File: config.mk
export PLATFORM = sky130hd
export DESIGN_NAME = sal_top
export DESIGN_NICKNAME = d
export VERILOG_FILES = /design/src/design/sal_pkg.sv /design/src/design/sal_detect.sv /design/src/design/sal_hold_timer.sv /design/src/design/sal_top.sv
export SDC_FILE = /design/constraint.sdc
export NUM_CORES = 1
export LEC_CHECK = 0
export BUFFER_PORTS_ARGS = -buffer_cell sky130_fd_sc_hd__buf_4
export CORE_UTILIZATION = 40
export CTS_BUF_LIST = sky130_fd_sc_hd__clkbuf_4
export DETAILED_ROUTE_END_ITERATION = 7
export SETUP_SLACK_MARGIN = 0.4
export SYNTH_ARGS = -nofsm -noshare
export SYNTH_HDL_FRONTEND = slang
export SYNTH_SLANG_ARGS = --single-unit
File: constraint.sdc
create_clock -name clock -period 2.4 [get_ports clock]
set_input_delay 0.12 -clock clock [delete_from_list [all_inputs] [get_ports clock]]
set_output_delay 0.12 -clock clock [all_outputs]
set_load 0.005 [all_outputs]
File: src/design/sal_pkg.sv
// Purpose: shared constants and types for the socket activity indicator block
// Assumes: 250 MHz system clock; socket status comes from logic on the same clock
// Notes: hold time counted in clock cycles from the one system clock
//
// Notes on behaviour
// - indicators can leave on multifunction terminals
// - terminal driven high signals socket activity
// - separate indicators for socket A and B
// - combined indicator for either socket
// - each activity holds indicator high 64 ms
// - idle indicator actively driven low
// - activity counts only inserted, powered, unreset card
// - 16-bit card: low ready line is activity
// - CardBus: frame, ready or request is activity
// - suspend, clock stop, D1/D2 force indicators off
// - new activity restarts running hold counter
package sal_pkg;

	// =========================================================
	// timing
	localparam int unsigned HOLD_MS = 64;
	localparam int unsigned CLOCK_KHZ = 250000;
	localparam int unsigned HOLD_CYCLES = HOLD_MS * CLOCK_KHZ;
	localparam int unsigned CNT_WIDTH = 24;

	// =========================================================
	// terminal routing selections
	localparam logic [1:0] MF_SEL_OFF = 2'h0;
	localparam logic [1:0] MF_SEL_A = 2'h1;
	localparam logic [1:0] MF_SEL_B = 2'h2;
	localparam logic [1:0] MF_SEL_ANY = 2'h3;
	localparam int unsigned MF_COUNT = 2;

	// =========================================================
	// types
	typedef enum logic [1:0] {
		SAL_PWR_D0,
		SAL_PWR_D1,
		SAL_PWR_D2,
		SAL_PWR_D3
	} sal_pwr_type;

	typedef struct packed {
		logic inserted;
		logic powered;
		logic inReset;
		logic isCardBus;
		logic readyIreqLow;
		logic frameActive;
		logic irdyActive;
		logic reqActive;
	} sal_socket_type;

	typedef struct packed {
		logic suspend;
		logic clockStopPending;
		sal_pwr_type powerState;
	} sal_power_type;

endpackage : sal_pkg

File: src/design/sal_detect.sv
`timescale 1ns/1ps
// Purpose: decides whether one socket shows bus activity this cycle
// Assumes: socket status already in the system clock domain
// Notes: combinational; the hold timer registers the result
module sal_detect
(
	// socket status
	input sal_pkg::sal_socket_type socket,
	// result
	output logic activity
);
	import sal_pkg::*;

	logic valid;
	logic cardSeen;

	// =========================================================
	// activity qualification
	assign valid = socket.inserted & socket.powered & ~socket.inReset;
	assign cardSeen = socket.isCardBus ?
		(socket.frameActive | socket.irdyActive | socket.reqActive) :
		socket.readyIreqLow;
	assign activity = valid & cardSeen;

endmodule : sal_detect

File: src/design/sal_hold_timer.sv
`timescale 1ns/1ps
// Purpose: retriggerable hold timer for one indicator
// Assumes: trigger and kill are same-clock levels
// Notes: output high while the count is running
module sal_hold_timer
#(
	parameter int unsigned HOLD = sal_pkg::HOLD_CYCLES
)
(
	// clock and reset
	input wire logic clock,
	input wire logic rst,
	// control
	input wire logic trigger,
	input wire logic kill,
	// result
	output logic active
);
	import sal_pkg::*;

	typedef struct packed {
		logic [CNT_WIDTH-1:0] count;
	} sal_timer_state_type;

	localparam logic [CNT_WIDTH-1:0] HOLD_LOAD = CNT_WIDTH'(HOLD);

	sal_timer_state_type state_q;
	sal_timer_state_type state_d;

	// =========================================================
	// next state
	always_comb
	begin
		state_d = state_q;
		if (kill)
			state_d.count = '0;
		else if (trigger)
			state_d.count = HOLD_LOAD;
		else if (state_q.count != '0)
			state_d.count = state_q.count - CNT_WIDTH'(1);
	end

	// =========================================================
	// registers
	always_ff @(posedge clock or posedge rst)
	begin
		if (rst)
			state_q <= '0;
		else
			state_q <= state_d;
	end

	assign active = (state_q.count != '0);

endmodule : sal_hold_timer

File: src/design/sal_top.sv
`timescale 1ns/1ps
// Purpose: socket activity indicators for two card sockets
// Assumes: all inputs come from logic on the one system clock
// Notes: indicator outputs are registered; each multifunction terminal is released in reset and while its selection is off
module sal_top
#(
	parameter int unsigned HOLD = sal_pkg::HOLD_CYCLES
)
(
	// clock and reset
	input wire logic clock,
	input wire logic rst,
	// socket status
	input sal_pkg::sal_socket_type socketA,
	input sal_pkg::sal_socket_type socketB,
	// power management
	input sal_pkg::sal_power_type power,
	// multifunction terminal routing
	input wire logic [1:0] mfSel0,
	input wire logic [1:0] mfSel1,
	// indicators
	output logic socket_a_activity_led,
	output logic socket_b_activity_led,
	output logic any_socket_activity_led,
	output logic [1:0] multifunction_terminal,
	output logic [1:0] multifunction_terminal_oe_n
);
	import sal_pkg::*;

	typedef struct packed {
		logic ledA;
		logic ledB;
		logic ledAny;
		logic [1:0] mf;
		logic [1:0] mfOeN;
	} sal_top_state_type;

	sal_top_state_type state_q;
	sal_top_state_type state_d;
	logic actA;
	logic actB;
	logic holdA;
	logic holdB;
	logic kill;
	logic [1:0] sel [MF_COUNT];

	// =========================================================
	// activity detection
	sal_detect u_det_a
	(
		.socket(socketA),
		.activity(actA)
	);

	sal_detect u_det_b
	(
		.socket(socketB),
		.activity(actB)
	);

	// cut off so indicators never look stuck with the bus clock stopped
	assign kill = power.suspend | power.clockStopPending |
		(power.powerState == SAL_PWR_D1) | (power.powerState == SAL_PWR_D2);

	// =========================================================
	// hold timers
	sal_hold_timer #(.HOLD(HOLD)) u_hold_a
	(
		.clock(clock),
		.rst(rst),
		.trigger(actA),
		.kill(kill),
		.active(holdA)
	);

	sal_hold_timer #(.HOLD(HOLD)) u_hold_b
	(
		.clock(clock),
		.rst(rst),
		.trigger(actB),
		.kill(kill),
		.active(holdB)
	);

	assign sel[0] = mfSel0;
	assign sel[1] = mfSel1;

	// =========================================================
	// next state
	always_comb
	begin
		state_d = state_q;
		state_d.ledA = holdA & ~kill;
		state_d.ledB = holdB & ~kill;
		state_d.ledAny = (holdA | holdB) & ~kill;
		for (int i = 0; i < MF_COUNT; i++)
		begin
			case (sel[i])
				MF_SEL_A: state_d.mf[i] = state_d.ledA;
				MF_SEL_B: state_d.mf[i] = state_d.ledB;
				MF_SEL_ANY: state_d.mf[i] = state_d.ledAny;
				default: state_d.mf[i] = 1'b0;
			endcase
			state_d.mfOeN[i] = (sel[i] == MF_SEL_OFF);
		end
	end

	// =========================================================
	// registers
	always_ff @(posedge clock or posedge rst)
	begin
		if (rst)
			state_q <= '{ledA: 1'b0, ledB: 1'b0, ledAny: 1'b0, mf: 2'h0, mfOeN: 2'h3};
		else
			state_q <= state_d;
	end

	assign socket_a_activity_led = state_q.ledA;
	assign socket_b_activity_led = state_q.ledB;
	assign any_socket_activity_led = state_q.ledAny;
	assign multifunction_terminal = state_q.mf;
	assign multifunction_terminal_oe_n = state_q.mfOeN;

endmodule : sal_top

==> results of run 1 <==
## synthesized netlist by cell type, types with 2 or more instances
master,instances,area (um2)
a2111oi_0,2,17.5
a2111oi_2,3,45.0
a211oi_1,12,90.1
a21oi_1,10,50.1
a31oi_1,4,25.0
and4_1,3,26.3
buf_2,7,35.0
buf_4,2,15.0
clkbuf_1,7,26.3
dfrtp_1,53,1330
dfstp_2,2,52.6
ha_1,4,50.1
inv_1,8,30.0
mux2i_1,13,130
nand2_1,14,52.6
nand2b_1,4,25.0
nand3_1,22,110
nand3b_1,3,22.5
nand4_1,7,43.8
nand4_4,2,42.5
nand4b_1,2,17.5
nor2_1,17,63.8
nor2b_1,3,18.8
nor3_1,24,120
nor3_4,5,81.3
nor4_1,9,56.3
nor4_4,2,42.5
nor4b_1,3,26.3
o21a_1,5,37.5
o21ai_0,4,20.0
o31a_1,4,35.0
o31ai_1,15,113
o41ai_1,3,26.3
or3_1,18,113
or4_1,7,52.6
xnor2_1,3,26.3
xor2_1,10,87.6
## registers in the layout, indices dropped and copies added, names as in the netlist
| signal | flops |
|---|---|
| any_socket_activity_led | 1 |
| multifunction_terminal | 2 |
| multifunction_terminal_oe_n | 2 |
| socket_a_activity_led | 1 |
| socket_b_activity_led | 1 |
| u_hold_a.state_q | 24 |
| u_hold_b.state_q | 24 |
## area by class of cell
type	instances	area (um2)	share of cell area (%)
clock inverter	3	38.8	0.952
timing repair buffer	68	528	13.0
multi-input combinational	252	1930	47.3
inverter	8	30.0	0.737
clock buffer	5	37.5	0.922
sequential	55	1380	33.9
tap	102	128	3.13
## critical path, delay by kind of cell (launching register included)
family	cells	cell delay, ns
buffers and inverters	2	0.33
DFF	1	0.48
AOI/OAI and AO/OA	1	0.22
and+or+nand+nor	2	0.51
muxes	1	0.12
adders and majority gates	1	0.18
## worst min path at each step
| stage | endpoint | slack, ns | cells after the start |
|---|---|---|---|
| detailed placement | multifunction_terminal_oe_n[0]$_DFF_PP1_ | 0.25 | 2 |
| finish | u_hold_a.state_q[10]$_DFFE_PP0P_ | 0.20 | 5 |
| global route | u_hold_b.state_q[22]$_DFFE_PP0P_ | 0.21 | 4 |
| CTS | u_hold_a.state_q[10]$_DFFE_PP0P_ | 0.19 | 5 |
| floorplan | multifunction_terminal_oe_n[0]$_DFF_PP1_ | 0.15 | 1 |
| global placement | multifunction_terminal_oe_n[1]$_DFF_PP1_ | 0.25 | 2 |
## logic make-up after synthesis
group                    share of synthesized area, %
AO/OA/AOI/OAI                                    15.6
adder cells (fa/ha/maj)                          1.51
flip-flops                                       41.7
AND/OR/NAND/NOR                                  30.3
buffers and inverters                            3.56
XOR/XNOR                                         3.44
multiplexers                                     3.93
## placed cells by master (no fill, tap or decap), types with 3 or more instances in the layout
cell,netlist,routed
o31a_1,4,4
or3_1,18,18
a211oi_1,12,10
nor3_4,5,5
o41ai_1,3,3
xor2_1,10,10
xnor2_1,3,3
dfrtp_1,53,50
a211oi_2,1,3
a31oi_1,4,4
buf_4,2,61
nor4_1,9,9
dlygate4sd3_1,0,7
nor2_1,17,15
clkbuf_4,0,5
inv_2,0,3
a21oi_1,10,10
mux2i_1,13,13
nand2_1,14,13
nand2b_1,4,4
o21ai_0,4,4
a2111oi_2,3,3
nand4_1,7,7
inv_1,8,5
ha_1,4,3
or4_1,7,7
o21a_1,5,5
o31ai_1,15,14
nand3_1,22,22
nor3_1,24,23
dfrtp_2,0,3
nand3b_1,3,3
## per-layer routing
layer	wire length, um	up-vias
li1	-	1410
met1	3550	1435
met2	4180	45
met3	246	6
met4	65	0
met5	0	-
## through the flow
step                cell area, um2  instances  hold slack, ns
global placement              3720        465           0.249
CTS                           3920        483           0.186
floorplan                     3310        331           0.147
detailed placement            3720        465           0.247
finish                        4070        493           0.201
global route                  4070        493           0.212
## timing repair
action | in CTS | in global routing
hold buffers | 7 | 0
pin swaps | 0 | 5
endpoints found under the setup margin | 23 | 48
gates cloned | 0 | 1
endpoints found under the hold margin | 32 | 0
setup buffers | 3 | 9
gates resized for setup | 9 | 17
==> run metrics, run 1 <==
Cell Chain, Critical Path=inv_1 -> ha_1 -> nor4b_4 -> nand4_1 -> buf_4 -> o211a_1 -> mux2i_1; vias=2896; Critical Path Fanout Max=6; met3 usage=3.04%; Final Cycle Share=approximately four fifths; overall routing resource usage=19.1%; Worst EP required=2.69 ns; Core Region=0.00785 mm2; Mean Syn Cell Area=9.99 um2; worst-skew pair later-pin latency=0.39 ns; clk slew on worst S/H paths=0.16 ns; CTS sink count=55; setup ws final=between 0.4 and 0.5 ns; Routed Antenna Nets=0; fillers=760; first-pass GRT wire length=13300 um; WL per Instance=16.3 um; hold_sp=socketA[5]; Critical-path top delay cell=dfrtp_2; Die Ht=roughly 93 um; Reg-to-Reg End=u_hold_b.state_q[5]$_DFFE_PP0P_; CP Launch Type=flip-flop; Port Buffers=32; min-delay worst type=input port to flip-flop; post-route minimum period=1.92 ns; Worst path max stage delay=about 0.48 ns; I/O pin count=33; clk_skew=0.0272 ns; most crowded layer after global routing=met2; detailed-route DRC error count=0; Synth Flop Type=dfrtp_1; Reg2Reg Setup Slack=slightly below 0.5 ns; CTS Buffer Depth=2; outcome=finished clean; drt via density=5.87; Antenna diodes=0; Yosys reg bits=55; Chip Width=~93 um; EDFF count, synth=0; final setup violation count=0; initial antenna violation count=0; Fin Setup TNS=0 ns; setup slack at placement=0.180 ns; Peak Freq=521 MHz; M2 GR Usage=33.7%; Cell Rows=32; Syn Nets=around 360; met1 global-route usage=24.4%; GRT Residual Overflow=0; H-tree Lvls=2; CTS tree=done; RSZ-0062 raised after global routing=yes; CP Capture Type=flip-flop; largest net degree at the start of global routing=31; Area growth, synth to finish=23.1%; worst slew pin tran=0.789 ns; Unique masters post-synth=52; Max Transition Viols Final=0; Total Wirelength=8040 um; register area share after synthesis=41.7%; RePlAce Congestion=just over 0.8; Worst Path Arrival=2.20 ns; Async SR Flop Fraction=100%; Crit Path Category=flip-flop to flip-flop; number of DRC markers in iteration 0=131; CTS root buf=clkbuf_4; path depth of the worst reg2reg path=7; Util after Layout=51.9%; DRT Pass-1 Iters=4; Worst slew margin=a little under half; Initial Util=42.2%; crit path capture=u_hold_b.state_q[5]$_DFFE_PP0P_; Num CTS Buffers=5; number of global-route vias before repair=2729; share of cells above drive strength 1=27.9%; Cell Area, Synth=0.00331 mm2; Crit. Startpoint=u_hold_b.state_q[0]$_DFFE_PP0P_; Max Cap Viol=0; R2R Path Start=u_hold_b.state_q[0]$_DFFE_PP0P_; total die area=between 0.008 and 0.009 mm2; placed wire-length estimate=5520 um; YS warnings=0; synthesized instance count=331; Hold Vio Cnt, Final=0; nets=420
Power of run 1 is left out: the tool's default activity adds up to more than one toggle a clock period on the data nets, which glitch-free logic cannot reach.
==> run 2: changes to the inputs <==
==> constraint.sdc (replaced) <==
create_clock -name clock -period 1.6 [get_ports clock]
set_input_delay 0.08 -clock clock [delete_from_list [all_inputs] [get_ports clock]]
set_output_delay 0.08 -clock clock [all_outputs]
set_load 0.005 [all_outputs]
==> run 2 against run 1 <==
The run now ends with setup timing left. Critical path type unchanged. Final cell count increased by 18%. Design area increased by 36%. Non-clock buffer count grew 92. Fmax increased by 7.8%. Die area unchanged. Highest routed layer unchanged. Count of clock-buffer cells in the layout rose by 1. Global-route usage up 5.9 points. Hold slack worse by 0.089 ns.
==> run metrics, run 2 (synthesis results as in run 1) <==
CTS tree=done; commonest non-fill, non-tap cell in the layout=buf_4; Util after Layout=around 71%; DRT Pass-1 Iters=4; first-pass GRT wire length=between 15000 and 20000 um; Port Buffers=32; Core Region=0.00785 mm2; met1 global-route usage=30.8%; placed wire-length estimate=6520 um; drt via density=5.71; H-tree Lvls=2; detailed-route DRC error count=0; Num CTS Buffers=5; Peak Freq=562 MHz; non-filler cells, final=584; Worst EP required=1.90 ns; outcome=complete, but fails checks; nets=approximately 510; clk slew on worst S/H paths=0.18 ns; Worst Path Arrival=2.08 ns; Cell Rows=32; CTS root buf=clkbuf_4; Area growth, synth to finish=67.5%; share of cells above drive strength 1=55.6%; CTS sink count=55; most crowded layer after global routing=met2; Total Wirelength=10500 um; violated checks=setup timing; GRT Residual Overflow=0; RSZ-0062 raised after global routing=yes; most frequent cells in the layout=buf_4, dfrtp_1, buf_6; total die area=approximately 0.0086 mm2; Worst path max stage delay=0.48 ns; worst slew pin tran=0.620 ns; RePlAce Congestion=0.843; Placed Cells=~540; number of DRC markers in iteration 0=between 100 and 150; fillers=574; Critical Path Fanout Max=3; WL per Instance=17.9 um; M2 GR Usage=~44%; vias=3333; post-route minimum period=1.78 ns; Cell Chain, Critical Path=inv_2 -> ha_4 -> nor4b_4 -> buf_4 -> nand2_2 -> or4b_1 -> a31oi_1; worst-skew pair later-pin latency=roughly 0.38 ns; Max Transition Viols Final=0; clk_skew=between 0.015 and 0.02 ns; largest net degree at the start of global routing=56; Die Ht=between 90 and 100 um; I/O pin count=33; Hold Vio Cnt, Final=0; met3 usage=3.28%; Crit Path Category=flip-flop to flip-flop; Chip Width=92.9 um; CP Launch Type=flip-flop; initial antenna violation count=0; Antenna diodes=0; Critical-path top delay cell=or4b_1; final setup violation count=52; Max Cap Viol=0; CTS Buffer Depth=2; min-delay worst type=input port to flip-flop; Initial Util=42.2%; CP Capture Type=flip-flop; final instance area=0.00554 mm2; placed cell areas=0.00460 mm2; Worst slew margin=58.4%; Top Registers=u_hold_a.state_q (24), u_hold_b.state_q (24); number of global-route vias before repair=3451; overall routing resource usage=roughly a quarter; Final Cycle Share=111%; setup ws final=-0.180 ns; Routed Antenna Nets=0
==> run 2: what timing repair did <==
action,CTS,global route
buffers inserted,17,9
hold buffers,7,0
setup endpoints to repair,53,53
endpoints found under the hold margin,57,0
pin swaps,31,24
cloned,4,0
resized for setup,72,37
==> run 2: critical path: cells and delay by family, from the launching register on <==
family / cells / cell delay [ns]
AND/OR/NAND/NOR: 3 / 0.73
adder cells (fa/ha/maj): 1 / 0.14
AO/OA/AOI/OAI: 1 / 0.15
flip-flops: 1 / 0.42
buffers and inverters: 2 / 0.27
==> run 2: per-layer routing <==
metal  wire length, um  vias up  part of all wire [%]
met5                 0        -                     0
li1                  -     1583                     -
met1              4280     1667                    41
met3               259       27                   2.5
met4               357        0                   3.4
met2              5570       56                    53
==> run 2: path summary, 6_finish.rpt <==
check	start	to	slack (ns)	cells after the start
max reg2reg	u_hold_a.state_q[0]$_DFFE_PP0P_	u_hold_a.state_q[20]$_DFFE_PP0P_	-0.18	7
min reg2reg	u_hold_a.state_q[21]$_DFFE_PP0P_	u_hold_a.state_q[21]$_DFFE_PP0P_	0.59	2
max in group asynchronous	rst	multifunction_terminal_oe_n[0]$_DFF_PP1_	0.98	4
min	power[3]	u_hold_a.state_q[21]$_DFFE_PP0P_	0.11	5
max	u_hold_a.state_q[0]$_DFFE_PP0P_	u_hold_a.state_q[20]$_DFFE_PP0P_	-0.18	7
min in group asynchronous	rst	u_hold_a.state_q[21]$_DFFE_PP0P_	0.30	4
==> run 2: final cells by class <==
cell class	instances	area [um2]	area share, %
Clock inverter	2	12.5	0.226
Timing Repair Buffer	160	1460	26.3
Clock buffer	6	45.0	0.813
Inverter	8	33.8	0.609
Multi-Input combinational cell	251	2480	44.8
Sequential cell	55	1390	25.0
Tap cell	102	128	2.30
==> run 2: stage by stage <==
step / setup TNS [ns] / hold slack, ns / setup WS (ns)
after floorplan: -5.56 / 0.107 / -0.287
after global placement: -3.57 / 0.184 / -0.173
after detailed placement: -5.64 / 0.186 / -0.247
after CTS: -4.97 / 0.0929 / -0.201
after global routing: -8.80 / 0.0994 / -0.286
final: -5.37 / 0.112 / -0.180
Power of run 2 is left out for the same reason.
